`config.mk`:
```
export PLATFORM = sky130hd
export DESIGN_NAME = csbc_top
export DESIGN_NICKNAME = d
export VERILOG_FILES = /design/src/core/csbc_pkg.sv /design/src/core/csbc_top.sv /design/src/core/csbc_switch.sv
export VERILOG_INCLUDE_DIRS = /design/src /design/src/core
export SDC_FILE = /design/constraint.sdc
export NUM_CORES = 1
export LEC_CHECK = 0
export ABC_CLOCK_PERIOD_IN_PS = 2670
export BUFFER_PORTS_ARGS = -buffer_cell sky130_fd_sc_hd__buf_2
export CAP_MARGIN = 20
export CORE_UTILIZATION = 35
export DETAILED_ROUTE_END_ITERATION = 10
export SETUP_SLACK_MARGIN = 0.3
export SLEW_MARGIN = 20
export SYNTH_ARGS = -nofsm -noshare
export SYNTH_HDL_FRONTEND = slang
export SYNTH_SLANG_ARGS = --single-unit
```
`constraint.sdc`:
```
create_clock -name CLK -period 2.67 [get_ports CLK]
set_input_delay 0.801 -clock CLK [delete_from_list [all_inputs] [get_ports CLK]]
set_output_delay 0.801 -clock CLK [all_outputs]
set_load 0.005 [all_outputs]
```
`src/core/csbc_defines.svh`:
```
// clock source and backup control: counts, widths and reset values
// assumes inclusion by bare name from the core files
`ifndef CSBC_DEFINES_SVH
`define CSBC_DEFINES_SVH

// fast oscillator edges to wait before the system clock moves to it
`define CSBC_FAST_WAIT 12
// slow oscillator edges to wait before the system clock moves back
`define CSBC_SLOW_WAIT 2
// width of the switch wait counter
`define CSBC_CNT_W 4
// backup drive flag value in the initial reset cycle, battery supplies
`define CSBC_BCF_RST_BATT 1'h1
// backup drive flag value in the initial reset cycle, external supply
`define CSBC_BCF_RST_EXTERNAL_VOLTAGE_SUPPLY_OPTION 1'h0
// value forced into the flag on stop entry in single clock builds
`define CSBC_BCF_STOP_SET 1'h1

`endif

```
`src/core/csbc_pkg.sv`:
```
// clock source and backup control: shared types
// assumes csbc_defines.svh for all numeric constants
package csbc_pkg;

   // clock source build option
   typedef enum logic [1:0] {
      CSBC_SRC_FAST_INT = 2'b00,
      CSBC_SRC_FAST_EXT = 2'b01,
      CSBC_SRC_SLOW_ONLY = 2'b10,
      CSBC_SRC_DUAL = 2'b11
   } csbc_clk_src_t;

   // supply build option
   typedef enum logic [1:0] {
      CSBC_SUP_AG = 2'b00,
      CSBC_SUP_LI = 2'b01,
      CSBC_SUP_EXTERNAL_VOLTAGE_SUPPLY_OPTION = 2'b10
   } csbc_supply_t;

   // display bias build option
   typedef enum logic [1:0] {
      CSBC_BIAS_THIRD = 2'b00,
      CSBC_BIAS_HALF = 2'b01,
      CSBC_BIAS_NONE = 2'b10
   } csbc_bias_t;

   // slow oscillator kind: 32.768KHz crystal or RC network
   typedef enum logic {
      CSBC_SLOW_XTAL = 1'b0,
      CSBC_SLOW_RC = 1'b1
   } csbc_slow_type_t;

   // internal-resistor fast RC nominal: 250KHz or 500KHz
   typedef enum logic {
      CSBC_FREQ_250K = 1'b0,
      CSBC_FREQ_500K = 1'b1
   } csbc_fast_freq_t;

   // system clock switch states
   typedef enum logic [1:0] {
      CSBC_ST_SLOW = 2'b00,
      CSBC_ST_WAIT_FAST = 2'b01,
      CSBC_ST_FAST = 2'b10,
      CSBC_ST_WAIT_SLOW = 2'b11
   } csbc_state_t;

   // oscillator enables and selects
   typedef struct packed {
      logic slow_en;
      logic fast_int_en;
      logic fast_ext_en;
      logic fast_freq_500;
      logic slow_xtal_sel;
      logic slow_rc_sel;
   } csbc_osc_ctl_t;

   // clock routing: high = fast oscillator
   typedef struct packed {
      logic sys_fast;
      logic prediv_fast;
      logic periph_fast;
   } csbc_clk_sel_t;

   // power path and drive controls
   typedef struct packed {
      logic halver_switch_a;
      logic halver_switch_b;
      logic high_rail;
      logic high_drive;
   } csbc_power_t;

endpackage : csbc_pkg

```
`src/core/csbc_top.sv`:
```
// clock source selection, oscillator enables and backup drive flag
// assumes oscillator clock inputs are synchronous to CLK and far slower
// Function
// - silver-oxide or lithium supply forces backup drive flag to one in reset
// - external-voltage supply clears backup drive flag to zero in reset
// - lithium bias: flag zero closes switch a, opens b; one reverses
// - lithium bias with flag one: logic on higher rail, stronger drive
// - clock routing follows build; dual fast mode moves only system clock
// - slow oscillator off in fast-only builds, else runs except in stop or reset
// - slow oscillator kind chosen at build: crystal or RC network
// - fast-only: fast feeds everything; dual: system clock generator only
// - dual: fast oscillator off until high-speed instruction, then system moves
// - halt, stop or low-speed instruction stop fast and return to slow
// - external-resistor fast RC only in fast-only builds, disables internal
// - internal fast RC offers 250KHz or 500KHz, fast-only or dual
// - flag one gives crystal higher drive and shorter start-up
// - supply is one of three kinds; display bias chosen separately
// - dual: wait twelve fast edges before system clock moves to fast
// - low-speed instruction: wait two slow edges before moving back
`timescale 1ns/10ps
`include "csbc_defines.svh"

module csbc_top #(
   parameter csbc_pkg::csbc_clk_src_t CLOCK_SOURCE = csbc_pkg::CSBC_SRC_DUAL,
   parameter csbc_pkg::csbc_supply_t SUPPLY = csbc_pkg::CSBC_SUP_AG,
   parameter csbc_pkg::csbc_bias_t BIAS = csbc_pkg::CSBC_BIAS_NONE,
   parameter csbc_pkg::csbc_slow_type_t SLOW_TYPE = csbc_pkg::CSBC_SLOW_XTAL,
   parameter csbc_pkg::csbc_fast_freq_t FAST_FREQ = csbc_pkg::CSBC_FREQ_250K,
   parameter int FAST_WAIT = `CSBC_FAST_WAIT,
   parameter int SLOW_WAIT = `CSBC_SLOW_WAIT
) (
   // clock and reset
   input wire logic CLK,
   input wire logic RST,
   // oscillator outputs, sampled as levels
   input wire logic SLOW_OSC_CLK,
   input wire logic HIGH_SPEED_OSC_CLK,
   // instruction strobes and sleep modes
   input wire logic FAST_INSN,
   input wire logic SLOW_INSN,
   input wire logic HALT_MODE,
   input wire logic STOP_MODE,
   // backup drive flag access
   input wire logic BACKUP_FLAG_WR,
   input wire logic BACKUP_FLAG_WDATA,
   output logic BACKUP_DRIVE_FLAG,
   // oscillator, routing and power controls
   output csbc_pkg::csbc_osc_ctl_t OSC_CTL,
   output csbc_pkg::csbc_clk_sel_t CLK_SEL,
   output csbc_pkg::csbc_power_t POWER_CTL,
   output logic FAST_MODE
);

   // build decode: all constants, folded away by synthesis
   // three supplies, bias separate
   localparam logic IS_DUAL = (CLOCK_SOURCE == csbc_pkg::CSBC_SRC_DUAL);
   localparam logic IS_FAST_INT = (CLOCK_SOURCE == csbc_pkg::CSBC_SRC_FAST_INT);
   localparam logic IS_FAST_EXT = (CLOCK_SOURCE == csbc_pkg::CSBC_SRC_FAST_EXT);
   localparam logic FAST_ONLY = IS_FAST_INT | IS_FAST_EXT;
   localparam logic LI_BIAS = (SUPPLY == csbc_pkg::CSBC_SUP_LI) &&
                              (BIAS != csbc_pkg::CSBC_BIAS_NONE);
   localparam logic BCF_RST = (SUPPLY == csbc_pkg::CSBC_SUP_EXTERNAL_VOLTAGE_SUPPLY_OPTION) ?
                              `CSBC_BCF_RST_EXTERNAL_VOLTAGE_SUPPLY_OPTION : `CSBC_BCF_RST_BATT;

   // edge detect state for the sampled oscillator clocks and stop mode, then flag and enable registers
   logic slow_prev_reg;
   logic fast_prev_reg;
   logic stop_prev_reg;
   logic bcf_reg, bcf_next;
   csbc_pkg::csbc_osc_ctl_t osc_reg, osc_next;

   // oscillator edges and stop entry as one-cycle pulses
   wire slow_edge = SLOW_OSC_CLK & ~slow_prev_reg;
   wire fast_edge = HIGH_SPEED_OSC_CLK & ~fast_prev_reg;
   wire stop_rise = STOP_MODE & ~stop_prev_reg;

   // switch outputs
   wire sw_fast_on;
   wire sw_sys_fast;

   // dual-build switch; instructions act as no-ops elsewhere
   csbc_switch #(
      .FAST_WAIT(FAST_WAIT),
      .SLOW_WAIT(SLOW_WAIT),
      .CNT_W(`CSBC_CNT_W)
   ) u_switch (
      .clk(CLK),
      .rst(RST),
      .enable(IS_DUAL),
      .fast_cmd(FAST_INSN),
      .slow_cmd(SLOW_INSN),
      .halt_mode(HALT_MODE),
      .stop_mode(STOP_MODE),
      .fast_edge(fast_edge),
      .slow_edge(slow_edge),
      .fast_osc_on(sw_fast_on),
      .sys_on_fast(sw_sys_fast)
   );

   // single clock builds raise the flag on the way into stop, so the
   // crystal restarts with strong drive; this set beats a software clear
   wire stop_set = ~IS_DUAL & stop_rise;

   assign bcf_next = stop_set ? `CSBC_BCF_STOP_SET :
                     BACKUP_FLAG_WR ? BACKUP_FLAG_WDATA : bcf_reg;

   // oscillator enables
   always_comb begin
      osc_next = '0;
      // slow off in fast-only, stop halts
      osc_next.slow_en = ~FAST_ONLY & ~STOP_MODE;
      osc_next.fast_int_en = IS_DUAL ? sw_fast_on : (IS_FAST_INT & ~STOP_MODE);
      osc_next.fast_ext_en = IS_FAST_EXT & ~STOP_MODE;
      osc_next.fast_freq_500 = ~IS_FAST_EXT & (FAST_FREQ == csbc_pkg::CSBC_FREQ_500K);
      osc_next.slow_xtal_sel = ~FAST_ONLY & (SLOW_TYPE == csbc_pkg::CSBC_SLOW_XTAL);
      osc_next.slow_rc_sel = ~FAST_ONLY & (SLOW_TYPE == csbc_pkg::CSBC_SLOW_RC);
   end

   // flags and edge history; oscillators all off during reset
   always_ff @(posedge CLK) begin
      if (RST) begin
         bcf_reg <= BCF_RST;
         osc_reg <= '0;
         slow_prev_reg <= 1'h0;
         fast_prev_reg <= 1'h0;
         stop_prev_reg <= 1'h0;
      end else begin
         bcf_reg <= bcf_next;
         osc_reg <= osc_next;
         slow_prev_reg <= SLOW_OSC_CLK;
         fast_prev_reg <= HIGH_SPEED_OSC_CLK;
         stop_prev_reg <= STOP_MODE;
      end
   end

   // clock routing
   // build-dependent clock sources
   assign CLK_SEL.sys_fast = FAST_ONLY | (IS_DUAL & sw_sys_fast);
   assign CLK_SEL.prediv_fast = FAST_ONLY;
   assign CLK_SEL.periph_fast = FAST_ONLY;

   // power path: switches only matter with the lithium halver in use;
   // software must wait for the halver to settle before clearing the flag
   // switch a closed at zero
   assign POWER_CTL.halver_switch_a = LI_BIAS & ~bcf_reg;
   assign POWER_CTL.halver_switch_b = LI_BIAS & bcf_reg;
   assign POWER_CTL.high_rail = LI_BIAS & bcf_reg;
   assign POWER_CTL.high_drive = bcf_reg;

   // outputs
   assign OSC_CTL = osc_reg;
   assign BACKUP_DRIVE_FLAG = bcf_reg;
   assign FAST_MODE = CLK_SEL.sys_fast;
endmodule // csbc_top

```
`src/core/csbc_switch.sv`:
```
// system clock switch between slow and fast oscillators (dual builds)
// assumes oscillator edge pulses are one CLK cycle wide and synchronous
`timescale 1ns/10ps
`include "csbc_defines.svh"

module csbc_switch #(
   parameter int FAST_WAIT = `CSBC_FAST_WAIT,
   parameter int SLOW_WAIT = `CSBC_SLOW_WAIT,
   parameter int CNT_W = `CSBC_CNT_W
) (
   // clock and reset
   input wire logic clk,
   input wire logic rst,
   // build and requests
   input wire logic enable,
   input wire logic fast_cmd,
   input wire logic slow_cmd,
   input wire logic halt_mode,
   input wire logic stop_mode,
   // oscillator edges
   input wire logic fast_edge,
   input wire logic slow_edge,
   // results
   output logic fast_osc_on,
   output logic sys_on_fast
);
   localparam int FW = FAST_WAIT - 1;
   localparam int SW = SLOW_WAIT - 1;
   localparam logic [CNT_W-1:0] FAST_LAST = CNT_W'(FW);
   localparam logic [CNT_W-1:0] SLOW_LAST = CNT_W'(SW);

   csbc_pkg::csbc_state_t state_reg, state_next;
   logic [CNT_W-1:0] cnt_reg, cnt_next;

   // sleep modes outrank both instructions
   wire sleep = halt_mode | stop_mode;
   wire go_fast = enable & fast_cmd & ~sleep;
   wire go_slow = slow_cmd & ~sleep;

   // state sequencing
   always_comb begin
      state_next = state_reg;
      cnt_next = cnt_reg;
      case (state_reg)
         csbc_pkg::CSBC_ST_SLOW: begin
            cnt_next = '0;
            if (go_fast) begin
               state_next = csbc_pkg::CSBC_ST_WAIT_FAST;
            end
         end
         csbc_pkg::CSBC_ST_WAIT_FAST: begin
            if (sleep | slow_cmd) begin
               state_next = csbc_pkg::CSBC_ST_SLOW;
            end else if (fast_edge && cnt_reg == FAST_LAST) begin
               state_next = csbc_pkg::CSBC_ST_FAST;
               cnt_next = '0;
            end else if (fast_edge) begin
               cnt_next = cnt_reg + 1'b1;
            end
         end
         csbc_pkg::CSBC_ST_FAST: begin
            cnt_next = '0;
            // halt or stop leave at once
            if (sleep) begin
               state_next = csbc_pkg::CSBC_ST_SLOW;
            end else if (go_slow) begin
               state_next = csbc_pkg::CSBC_ST_WAIT_SLOW;
            end
         end
         csbc_pkg::CSBC_ST_WAIT_SLOW: begin
            if (sleep || (slow_edge && cnt_reg == SLOW_LAST)) begin
               state_next = csbc_pkg::CSBC_ST_SLOW;
               cnt_next = '0;
            end else if (slow_edge) begin
               cnt_next = cnt_reg + 1'b1;
            end
         end
         default: begin
            state_next = csbc_pkg::CSBC_ST_SLOW;
            cnt_next = '0;
         end
      endcase
   end

   // state registers
   always_ff @(posedge clk) begin
      if (rst) begin
         state_reg <= csbc_pkg::CSBC_ST_SLOW;
         cnt_reg <= '0;
      end else begin
         state_reg <= state_next;
         cnt_reg <= cnt_next;
      end
   end

   // fast stays on through the slow wait: the system still runs on it
   assign fast_osc_on = (state_reg != csbc_pkg::CSBC_ST_SLOW);
   assign sys_on_fast = (state_reg == csbc_pkg::CSBC_ST_FAST) |
                        (state_reg == csbc_pkg::CSBC_ST_WAIT_SLOW);
endmodule // csbc_switch

```
=== Word-level counts from Yosys, hierarchy flattened ===
Index checks and enable logic that the tools add are counted.

* Add/sub/neg operators: 1
* Multipliers: 0
* Divide/modulo/power cells: 0
* Order comparisons: 0
* Eq/ne operators: 12
* Shifts and indexed selects: 0
* Multiplexer cells: 14
* Bitwise gates (word level): 11
* Reduce and logical (&&, ||, !) cells: 8

{| class="wikitable"
|+ Operator list
! cell !! count
|-
| $mux W4 || 5
|-
| $mux W2 || 7
|-
| $ne A3 B1 Y1 const B || 4
|-
| $pmux W4 S3 || 1
|-
| $pmux W2 S4 || 1
|-
| $add A4 B1 Y4 const B || 1
|-
| $and A1 B1 Y1 || 4
|-
| $eq A2 B2 Y1 const B || 2
|-
| $eq A4 B1 Y1 const B || 1
|-
| $eq A4 B4 Y1 const B || 1
|-
| $ne A2 B1 Y1 const B || 2
|-
| $not A1 Y1 || 4
|-
| $reduce_and A4 Y1 || 1
|-
| $or A1 B1 Y1 || 3
|-
| $reduce_and A3 Y1 || 1
|-
| $eq A2 B1 Y1 const B || 1
|-
| $logic_and A1 B1 Y1 || 2
|-
| $logic_not A2 Y1 || 1
|-
| $ne A2 B2 Y1 const B || 1
|-
| $reduce_bool A2 Y1 || 1
|-
| $reduce_or A2 Y1 || 1
|-
| $logic_or A1 B1 Y1 || 1
|}

* Register bits after elaboration: 13
* Bits in latches: 0
* Bits in writable memories: 0
* Bits in read-only memories: 0
* Logic and storage cells: 55
* Memories: 0

=== Depth between registers and ports, before layout ===
Gate-level depths: netlist (run 1).

* Depth after elaboration: 6
* Gate-level depth with buffers: 5
* Depth with buffers taken out: 5

=== Hierarchy ===
A second synthesis (run 1) with hierarchy kept.

* Cells, all modules: 76
* Area, all modules: 690.7 um2

{| class="wikitable"
|+ Modules (own cells, without submodules)
! module !! instances !! cells each !! area an instance (um2) !! sequential area each (um2)
|-
| csbc_switch || 1 || 49 || 435.4 || 120.1
|-
| csbc_top || 1 || 27 || 255.2 || 120.1
|}

=== Worst setup path after synthesis (run 1) ===
No wires, ideal clock.

* Path type: input-to-reg
* Start point: in STOP_MODE
* End point: reg u_switch.cnt_reg[2]
* Setup time: 0.130 ns
* Arrival time: 1.653 ns
* Required time: 2.540 ns
* Path slack: 0.887 ns
* Stages: 5
* Buffers on the path: 1
* Path through: or2_0 > buf_6 > o21a_1 > o221ai_2 > o211ai_1

* Longest elaborated chain between the ends: 4

{| class="wikitable"
|+ RTL lines
! item !! RTL line !! RTL
|-
| from (decl) || csbc_top.sv:42 || <nowiki>input wire logic STOP_MODE,</nowiki>
|-
| $or A1 B1 Y1 (*) || csbc_switch.sv:36 || <nowiki>wire sleep = halt_mode | stop_mode;</nowiki>
|-
| $or A1 B1 Y1 or $logic_or A1 B1 Y1 (tied branches) || csbc_switch.sv:52, csbc_switch.sv:71 ||
|-
| $ne A2 B2 Y1 (no line) (tied with other cells) || -- ||
|-
| $reduce_and A3 Y1 (no line) or $pmux W4 S3 (tied branches) || -- ||
|-
| to (signal assigned) || csbc_switch.sv:92 || <nowiki>cnt_reg <= cnt_next;</nowiki>
|-
| to (decl) || csbc_switch.sv:33 || <nowiki>logic [CNT_W-1:0] cnt_reg, cnt_next;</nowiki>
|}

Mark *: on every way between the ends. The rest lies on a longest branch, timed or not.
A chain may end at the register's enable or synchronous reset.

=== Worst setup path in the final report (run 1) ===
* Start point: in STOP_MODE
* End point: reg u_switch.cnt_reg[3]

The elaborated chain is that of the path after synthesis.

==> summary.txt, run 1 <==
Layout
  – # fillers: 212
  – Max FFs per register: 4
  – Design Area, Final: 822 sq um
  – ANT cells: 0
  – Synth-to-Final Area Change: 9.68%
  – Share of cells above drive strength 1: 0.268
  – Nets@finish: 110
  – Fin cells: 124
  – Post-layout util: 0.415

STA
  – Fin. max-slew vios: 0
  – TNS Setup: 0 ns
  – Tmin final: 1.79 ns
  – Unrepaired setup endpoints after global routing: false
  – Worst slew margin: 0.666
  – Fmax: 558 MHz
  – Worst-margin pin slew: 0.501 ns
  – Skew final: 0.000884 ns
  – Hold Vio Cnt, Final: 0
  – Final Setup Violations: 0
  – Period utilization: 0.671

Hold path
  – Hold crit path type: flip-flop to flip-flop

Pwr
  – Leakage power: 0.318 nW
  – Clock power frac: 0.393
  – Sw Ratio: 0.234
  – Psw: 0.0858 mW
  – Max VDD drop: 0.187 mV
  – Power per cell area: 447 mW/mm^2
  – Combinational power share: 0.099
  – Tot Pwr: 0.367 mW
  – Cell-internal power: 0.281 mW
  – Seq pwr share: 0.508

Clock tree
  – Root Buffer: clkbuf_4
  – Max clock buf depth: 2
  – Hold Buf Count CTS: 0
  – Post-cts resize count: 0
  – Num CTS Buffers: 3
  – Clk_lat worst skew: 0.27 ns
  – TritonCTS clock tree: yes
  – Clock Sinks: 12
  – Deepest level of the CTS H-tree: 1
  – Post-CTS Setup Bufs: 0
  – Clk pin slew, worst setup/hold paths: 0.08 ns

Critical path
  – Startpoint Class: input pin
  – Worst endpoint required time: 2.82 ns
  – CP max-delay cell: or2_0
  – Crit path buf inv count: 1
  – Kind of critical path: input pin to flip-flop
  – CP delay by family, top: compound AO/OA/AOI/OAI gates
  – CP cell instances: buf_2, or2_0, o21a_1, o221ai_2, o211ai_1
  – Worst Path Arrival: 1.94 ns
  – Crit-path max FO: 7
  – Max incr delay on CP: 0.38 ns
  – CP endpoint kind: flip-flop

Global routing
  – Initial antenna violation count: 0
  – GRT met3 Usage: 0.0111
  – GRT met1 Usage: 0.174
  – Largest net degree at the start of global routing: 13
  – First-pass GRT wire length: 2.18 mm
  – GRT overflow: 0
  – Routing usage on met2: 0.219
  – Total Routing Usage GR: 0.138
  – GRT busiest layer: met2
  – Vias in the first global route: 506

Placement
  – Final HPWL DP: 1.03 mm
  – I/O Buffers: 16
  – Dpl cell area: 786 sq um
  – Routability cong.: 0.753
  – Placed cell count: 120

Drt
  – WL/cell: 11.0 um
  – Vias: 611
  – Final ANT Viol Nets: 0
  – Via density: 4.93
  – # DRC: 0
  – Initial DRC Count: 16
  – Drt total wl: 1.36 mm
  – Pre-antenna DRT Iters: 5

Floorplanning
  – Row count: 16
  – Die X: 48.3 um
  – Starting Density: 0.378
  – Die area: 0.00233 sq mm
  – Die Span Y: 48.3 um
  – # IOs: 25
  – Core footprint: 0.00198 sq mm

Outcome
  – Run status: complete, no violations

Yosys
  – Most used flip-flop cell after synthesis: dfxtp_1
  – Post-synthesis sequential area ratio: 0.321
  – Synth Register Bits: 12
  – Number of synthesized flops with an enable pin: 0
  – Synth cell count leaders: 12 x dfxtp_1, 10 x buf_4, 7 x nor2b_1
  – Mapped Area: 749 sq um
  – Most frequent cell after synthesis: dfxtp_1
  – Syn. warnings: 0
  – Syn avg cell area: 8.82 sq um
  – Largest cells by area after synthesis: dfxtp_1 32%, buf_4 10%, nor2b_1 5.8%, o211ai_1 5.0%, a2111oi_4 3.7%
  – Synth area leader: dfxtp_1
  – Top-area cell type share of the netlist area: 0.321
  – Share of synthesized flip-flops with an asynchronous set or reset: 0
  – Library cells used by synthesis: 32
  – Syn Inst Count: 85

Job
  – Max cap viols: 0
==> stage by stage <==
| step | hold WS, ns | setup slack, ns |
|---|---|---|
| CTS | 0.504 | 0.875 |
| detailed placement | 0.479 | 0.605 |
| global placement | 0.468 | 0.626 |
| floorplan | 0.488 | 0.887 |
| finish | 0.493 | 0.879 |
| global route | 0.541 | 0.788 |
==> power by group through the flow <==
stage	Sequential (mW)	Clock, mW	Combinational, mW
after floorplan	0.190	0	0.0337
after global placement	0.191	0	0.0361
after detailed placement	0.191	0	0.0364
after CTS	0.187	0.150	0.0367
after global routing	0.188	0.159	0.0419
final	0.187	0.144	0.0364
==> per-layer routing <==
metal | up-vias | part of all wire
met4 | 0 | 0.021
met2 | 26 | 0.48
li1 | 309 | -
met5 | - | 0
met3 | 2 | 0.058
met1 | 274 | 0.45
==> logic make-up (layout without fill, tap and decap cells) <==
logic type,after synthesis,in the layout,share of synthesized area
and+or+nand+nor,30,30,0.239
buffers and inverters,19,24,0.159
adders and majority gates,2,2,0.0334
other,1,8,0.00500
AOI/OAI and AO/OA,20,20,0.230
DFF,12,12,0.321
muxes,1,1,0.0134
==> tightest hold or removal path: cells and delay by family (launching register included) <==
kind	cells	cell delay [ns]
and+or+nand+nor	1	0.06
DFF	1	0.34
muxes	1	0.07
==> worst paths after layout <==
kind                                     startpoint                  end  slack, ns  cells after the start
worst max-delay path                      STOP_MODE  u_switch.cnt_reg[3]       0.88                      5
worst min-delay path              BACKUP_DRIVE_FLAG    BACKUP_DRIVE_FLAG       0.49                      2
worst max register to register  u_switch.cnt_reg[0]  u_switch.cnt_reg[3]       1.10                      5
worst min register to register    BACKUP_DRIVE_FLAG    BACKUP_DRIVE_FLAG       0.49                      2
==> area by class of cell <==
| type | instances | area, sq um | share of cell area |
|---|---|---|---|
| Tap cell | 27 | 33.8 | 0.0411 |
| Multi-Input combinational cell | 61 | 417 | 0.507 |
| Sequential cell | 12 | 240 | 0.292 |
| Clock buffer | 4 | 36.3 | 0.0441 |
| Inverter | 4 | 15.0 | 0.0183 |
| Timing Repair Buffer | 16 | 80.1 | 0.0974 |
==> placed cells by master (no fill, tap or decap), types with 3 or more instances in the layout <==
cell       n
nand3_1    4
nor2b_1    7
dfxtp_1   12
clkbuf_4   3
nor2_1     6
o211ai_1   5
nand2_1    3
nand4_1    3
conb_1     8
buf_2     16
a31oi_1    4
inv_1      4
Power figures use the tool's default switching activity.
==> run 2: changes to the inputs <==
--- a/config.mk
+++ b/config.mk
@@ -6,7 +6,8 @@
 export SDC_FILE = /design/constraint.sdc
 export NUM_CORES = 1
 export LEC_CHECK = 0
-export ABC_CLOCK_PERIOD_IN_PS = 2670
+export ABC_AREA = 1
+export ABC_CLOCK_PERIOD_IN_PS = 1870
 export BUFFER_PORTS_ARGS = -buffer_cell sky130_fd_sc_hd__buf_2
 export CAP_MARGIN = 20
 export CORE_UTILIZATION = 35
==> constraint.sdc (replaced) <==
create_clock -name CLK -period 1.87 [get_ports CLK]
set_input_delay 0.561 -clock CLK [delete_from_list [all_inputs] [get_ports CLK]]
set_output_delay 0.561 -clock CLK [all_outputs]
set_load 0.005 [all_outputs]
==> summary.txt, run 2 <==
Critical path
  – CP cell instances: buf_2
  – Startpoint Class: flip-flop
  – Crit path buf inv count: 1 (unchanged)
  – Worst Setup SP: u_switch.state_reg[1]
  – CP delay by family, top: flip-flops
  – Worst endpoint required time: 1.31 ns (-1.51 ns)
  – Worst r2r src: u_switch.cnt_reg[0]
  – CP max-delay cell: dfxtp_1
  – Worst Path Arrival: 0.85 ns (-1.09 ns)
  – Crit-path max FO: 7 (unchanged)
  – Worst Setup EP: CLK_SEL[2]
  – FF-to-FF setup slack: 0.52 ns (-0.58 ns)
  – Worst reg2reg path depth: 8 (+3)
  – Kind of critical path: flip-flop to primary output
  – CP endpoint kind: primary output
  – Max incr delay on CP: 0.43 ns (+0.05 ns)
  – Reg2reg end: u_switch.cnt_reg[2]
  – Crit path depth: 1 (-4)

Floorplanning
  – Die X: 47.8 um (-0.96%)
  – Core footprint: 0.00196 sq mm (-1.0%)
  – # IOs: 25 (unchanged)
  – Die area: 0.00229 sq mm (-1.9%)
  – Die Span Y: 47.8 um (-0.96%)
  – Starting Density: 0.374 (-0.00379)
  – Row count: 16 (unchanged)

Drt
  – Vias: 615 (+0.65%)
  – # DRC: 0 (unchanged)
  – WL/cell: 7.99 um (-27%)
  – Final ANT Viol Nets: 0 (unchanged)
  – Via density: 4.05 (-18%)
  – Drt total wl: 1.22 mm (-11%)
  – Pre-antenna DRT Iters: 4 (-1)
  – Initial DRC Count: 11 (-5)

Job
  – Max cap viols: 0 (unchanged)

Yosys
  – Synth area leader: dfxtp_1
  – Syn. warnings: 0 (unchanged)
  – Largest cells by area after synthesis: dfxtp_1 33%, nand2_1 13%, buf_4 10%, nor2_1 8.2%, inv_1 7.7%
  – Post-synthesis mux area share: 0 (-0.0134)
  – Syn Inst Count: 111 (+31%)
  – Number of synthesized flops with an enable pin: 0 (unchanged)
  – Synth cell count leaders: 26 x nand2_1, 16 x nor2_1, 15 x inv_1
  – Mapped Area: 734 sq um (-2.0%)
  – Compound-gate portion of the synthesized area: 0.0477 (-0.183)
  – Most used flip-flop cell after synthesis: dfxtp_1
  – Largest family of logic cells by synthesized area: simple AND/OR/NAND/NOR gates
  – Adder-Cell Fraction of Synth Area: 0.0341 (+0.000683)
  – Share of synthesized flip-flops with an asynchronous set or reset: 0 (unchanged)
  – Most frequent cell after synthesis: nand2_1
  – Synth Register Bits: 12 (unchanged)
  – Post-synthesis sequential area ratio: 0.327 (+0.00655)
  – Library cells used by synthesis: 17 (-47%)
  – Syn avg cell area: 6.62 sq um (-25%)
  – Xor/xnor cell area share of the yosys netlist: 0.0119 (+0.0119)
  – Simple-gate share of the synthesized area: 0.359 (+0.121)
  – Top-area cell type share of the netlist area: 0.327 (+0.00655)

Clock tree
  – Deepest level of the CTS H-tree: 1 (unchanged)
  – Hold Buf Count CTS: 0 (unchanged)
  – Clk pin slew, worst setup/hold paths: 0.08 ns (about the same)
  – Post-CTS Setup Bufs: 0 (unchanged)
  – Post-cts resize count: 0 (unchanged)
  – Clk_lat worst skew: 0.27 ns (about the same)
  – Clock Sinks: 12 (unchanged)
  – Max clock buf depth: 2 (unchanged)
  – Root Buffer: clkbuf_4
  – Num CTS Buffers: 3 (unchanged)
  – TritonCTS clock tree: yes

Layout
  – Synth-to-Final Area Change: 9.88%
  – Share of cells above drive strength 1: 0.248 (-0.0200)
  – # fillers: 222 (+4.7%)
  – Multi-input logic area: 363 sq um (-13%)
  – ANT cells: 0 (unchanged)
  – Nets@finish: 139 (+26%)
  – Sequential Area: 240 sq um (unchanged)
  – Fin cells: 152 (+23%)
  – Most frequent cells in the layout: 26 x nand2_1, 16 x nor2_1, 16 x buf_2
  – Max FFs per register: 4 (unchanged)
  – Most common cell after layout, fill and taps aside: nand2_1

Placement
  – Routability cong.: 0.782 (+3.9%)
  – Placed cell count: 149 (+24%)
  – Final HPWL DP: 973 um (-5.8%)
  – I/O Buffers: 16 (unchanged)
  – DP Worst Slack: 0.365 ns (-0.240 ns)

Hold path
  – Hold Crit Start: BACKUP_DRIVE_FLAG
  – Hold crit path type: flip-flop to flip-flop

Global routing
  – Total Routing Usage GR: 0.121 (-0.0169)
  – Vias in the first global route: 429 (-15%)
  – First-pass GRT wire length: 1.86 mm (-15%)
  – Initial antenna violation count: 0 (unchanged)
  – GRT overflow: 0 (unchanged)
  – Largest net degree at the start of global routing: 9 (-4)

Pwr
  – Tot Pwr: 0.844 mW (+130%)
  – Leakage power: 0.432 nW (+36%)
  – Power per cell area: 1050 mW/mm^2 (+130%)
  – Max VDD drop: 0.367 mV (+96%)

STA
  – Final WS setup: 0.456 ns (-0.423 ns)
  – Hold Vio Cnt, Final: 0 (unchanged)
  – Fmax: 707 MHz
  – Unrepaired setup endpoints after global routing: false
  – Final Setup Violations: 0 (unchanged)
  – Fin. max-slew vios: 0 (unchanged)
  – Period utilization: 0.756
  – TNS Setup: 0 ns (unchanged)
  – Skew final: 0.00215 ns (+0.00127 ns)
  – Tmin final: 1.41 ns

Outcome
  – Run status: complete, no violations
-- run 2: changes by cell type in the layout (fill, tap and decap cells not counted), moves of 4 or more --
cell,delta
nand2_1,+23
inv_1,+11
nor2_1,+10
nor2b_1,-7
a21oi_1,+6
o211ai_1,-5
a31oi_1,-4
nand2_2,+4
-- run 2: cell type report --
| cell class | instances | area share |
|---|---|---|
| inverter | 18 | 0.0837 |
| sequential | 12 | 0.298 |
| clock buffer | 3 | 0.0279 |
| tap | 27 | 0.0419 |
| timing repair buffer | 16 | 0.0992 |
| multi-input combinational | 76 | 0.450 |
-- run 2: layer usage --
layer  share of wire  global-route usage
met3           0.054              0.0340
met5               0                   0
met1            0.51               0.187
met2            0.43               0.151
met4               0              0.0500
-- run 2: kinds of logic after synthesis --
group,Yosys count
AOI/OAI and AO/OA,7
xor gates and xnor gates,1
adders and majority gates,2
buffers and inverters,30
DFF,12
other,1
and+or+nand+nor,58
-- run 2: worst min path at each step --
| stage | end | slack, ns | cells after the start |
|---|---|---|---|
| 2_1_floorplan | BACKUP_DRIVE_FLAG | 0.47 | 2 |
| 3_3_place_gp | BACKUP_DRIVE_FLAG | 0.46 | 2 |
| 3_5_place_dp | BACKUP_DRIVE_FLAG | 0.48 | 2 |
| 4_1_cts | BACKUP_DRIVE_FLAG | 0.49 | 2 |
| 5_1_grt | BACKUP_DRIVE_FLAG | 0.49 | 2 |
| 6_report | BACKUP_DRIVE_FLAG | 0.48 | 2 |
-- run 2: metrics by stage --
step	instance area, sq um	util	hold slack [ns]
2_1_floorplan	761	-	0.470
3_3_place_gp	785	0.400	0.458
3_5_place_dp	785	0.400	0.476
4_1_cts	807	0.411	0.487
5_1_grt	807	0.411	0.494
6_report	807	0.411	0.482
-- run 2: report_power, final --
group | switching, mW | leakage [nW] | internal, mW
sequential | 0.0448 | 0.0989 | 0.300
clock | 0.0848 | 0.0138 | 0.0744
combinational | 0.208 | 0.319 | 0.133
==> run 3: changes to the inputs <==
--- a/config.mk
+++ b/config.mk
@@ -7,7 +7,7 @@
 export NUM_CORES = 1
 export LEC_CHECK = 0
 export ABC_AREA = 1
-export ABC_CLOCK_PERIOD_IN_PS = 1870
+export ABC_CLOCK_PERIOD_IN_PS = 1400
 export BUFFER_PORTS_ARGS = -buffer_cell sky130_fd_sc_hd__buf_2
 export CAP_MARGIN = 20
 export CORE_UTILIZATION = 35
==> constraint.sdc (replaced) <==
create_clock -name CLK -period 1.4 [get_ports CLK]
set_input_delay 0.42 -clock CLK [delete_from_list [all_inputs] [get_ports CLK]]
set_output_delay 0.42 -clock CLK [all_outputs]
set_load 0.005 [all_outputs]
==> summary.txt, run 3 (synthesis gave the netlist of run 2 again) <==
Outcome
  – Run status: complete, no violations

Drt
  – Final ANT Viol Nets: 0 (unchanged)
  – WL/cell: 9.86 um (+23%)
  – Pre-antenna DRT Iters: 3 (-1)
  – Via density: 4.27 (+5.5%)
  – # DRC: 0 (unchanged)
  – Initial DRC Count: 2 (-9)
  – Drt total wl: 1.59 mm (+31%)
  – Vias: 687 (+12%)

Placement
  – DP Worst Slack: 0.0272 ns (-0.338 ns)
  – Placed cell count: 150 (+0.67%)
  – Routability cong.: 0.823 (+5.2%)
  – I/O Buffers: 16 (unchanged)
  – Final HPWL DP: 1.02 mm (+5.0%)
  – Dpl cell area: 821 sq um (+4.6%)

Critical path
  – Reg2reg end: u_switch.cnt_reg[0]
  – Crit path depth: 1 (unchanged)
  – Crit path buf inv count: 1 (unchanged)
  – Worst endpoint required time: 0.98 ns (-0.33 ns)
  – Worst r2r src: u_switch.state_reg[1]
  – CP delay by family, top: flip-flops
  – FF-to-FF setup slack: 0.24 ns (-0.28 ns)
  – Worst reg2reg path depth: 9 (+1)
  – CP cell instances: buf_6
  – Worst Path Arrival: 0.76 ns (-0.09 ns)
  – Kind of critical path: flip-flop to primary output
  – CP endpoint kind: primary output
  – Max incr delay on CP: 0.39 ns (-0.04 ns)
  – Startpoint Class: flip-flop
  – CP max-delay cell: dfxtp_4
  – Crit-path max FO: 6 (-1)

STA
  – Period utilization: 0.843
  – Tmin final: 1.18 ns
  – Final Setup Violations: 0 (unchanged)
  – Hold WS: 0.357 ns (-0.125 ns)
  – Fmax: 847 MHz
  – Unrepaired setup endpoints after global routing: true
  – Skew final: 0.000275 ns (-0.00188 ns)
  – Final WS setup: 0.219 ns (-0.237 ns)
  – Fin. max-slew vios: 0 (unchanged)
  – TNS Setup: 0 ns (unchanged)
  – Hold Vio Cnt, Final: 0 (unchanged)

Global routing
  – Vias in the first global route: 618 (+44%)
  – GRT overflow: 0 (unchanged)
  – First-pass GRT wire length: 2.46 mm (+32%)
  – Total Routing Usage GR: 0.160 (+0.0396)
  – Largest net degree at the start of global routing: 9 (unchanged)
  – Initial antenna violation count: 0 (unchanged)

Job
  – Max cap viols: 0 (unchanged)

Clock tree
  – Num CTS Buffers: 3 (unchanged)
  – TritonCTS clock tree: yes
  – Max clock buf depth: 2 (unchanged)
  – Root Buffer: clkbuf_4
  – Deepest level of the CTS H-tree: 1 (unchanged)
  – Clk pin slew, worst setup/hold paths: 0.07 ns (about the same)
  – Clock Sinks: 12 (unchanged)
  – Clk_lat worst skew: 0.27 ns (about the same)

Layout
  – Most common cell after layout, fill and taps aside: nand2_1
  – Most frequent cells in the layout: 20 x nand2_1, 13 x nor2_1, 12 x buf_2
  – Share of cells above drive strength 1: 0.515 (+0.267)
  – Synth-to-Final Area Change: 37.6%
  – Post-layout util: 0.515 (+0.104)
  – ANT cells: 0 (unchanged)
  – Fin cells: 161 (+5.9%)
  – Nets@finish: 148 (+6.5%)
  – Design Area, Final: 0.00101 sq mm (+25%)
  – Max FFs per register: 4 (unchanged)

Hold path
  – Hold Path Sink: OSC_CTL[5]
  – Worst hold path stage count: 2 (unchanged)
  – Hold crit path type: input pin to flip-flop
  – Hold Crit Start: STOP_MODE

Floorplanning
  – Starting Density: 0.374 (unchanged)
  – Die X: 47.8 um (unchanged)
  – Core footprint: 0.00196 sq mm (unchanged)
  – Die Span Y: 47.8 um (unchanged)
  – Die area: 0.00229 sq mm (unchanged)
  – Row count: 16 (unchanged)
  – # IOs: 25 (unchanged)

Pwr
  – Max VDD drop: 0.652 mV (+78%)
  – Tot Pwr: 1.45 mW (+72%)
  – Leakage power: 0.495 nW (+15%)
  – Power per cell area: 1440 mW/mm^2 (+37%)
==> run 3: cell count changes in the layout (fill, tap and decap cells not counted), sizes merged <==
cell,change
buf,+9
==> run 3: repair_timing <==
item,in CTS,in global routing
resized for setup,22,11
hold buffers,0,0
setup endpoints to repair,13,13
buffers inserted,7,1
pin swaps,8,7
==> run 3: layer usage <==
metal	part of all wire	global-route usage	wire, um
met1	0.40	0.163	627
met2	0.55	0.284	868
met3	0.046	0.0642	73
met4	0.011	0.0778	17
met5	0	0	0
==> run 3: final cells by class <==
type,instances,area (sq um)
sequential,12,258
inverter,18,67.6
timing repair buffer,25,173
fill,214,951
clock buffer,3,22.5
multi-input combinational,76,457
tap,27,33.8
==> run 3: power breakdown <==
part | internal (mW) | switching [mW] | leakage (nW)
Clock | 0.0997 | 0.112 | 0.0138
Sequential | 0.426 | 0.0774 | 0.102
Combinational | 0.352 | 0.386 | 0.379
Total | 0.878 | 0.576 | 0.495
==> run 3: how the worst max path moves through the flow <==
stage	slack (ns)	startpoint	end
2_1_floorplan	0.27	STOP_MODE	u_switch.cnt_reg[2]
3_3_place_gp	0.07	STOP_MODE	u_switch.cnt_reg[1]
3_5_place_dp	0.03	STOP_MODE	u_switch.cnt_reg[2]
4_1_cts	0.22	u_switch.state_reg[1]	FAST_MODE
5_1_grt	0.14	u_switch.state_reg[1]	u_switch.cnt_reg[2]
6_report	0.22	u_switch.state_reg[1]	FAST_MODE
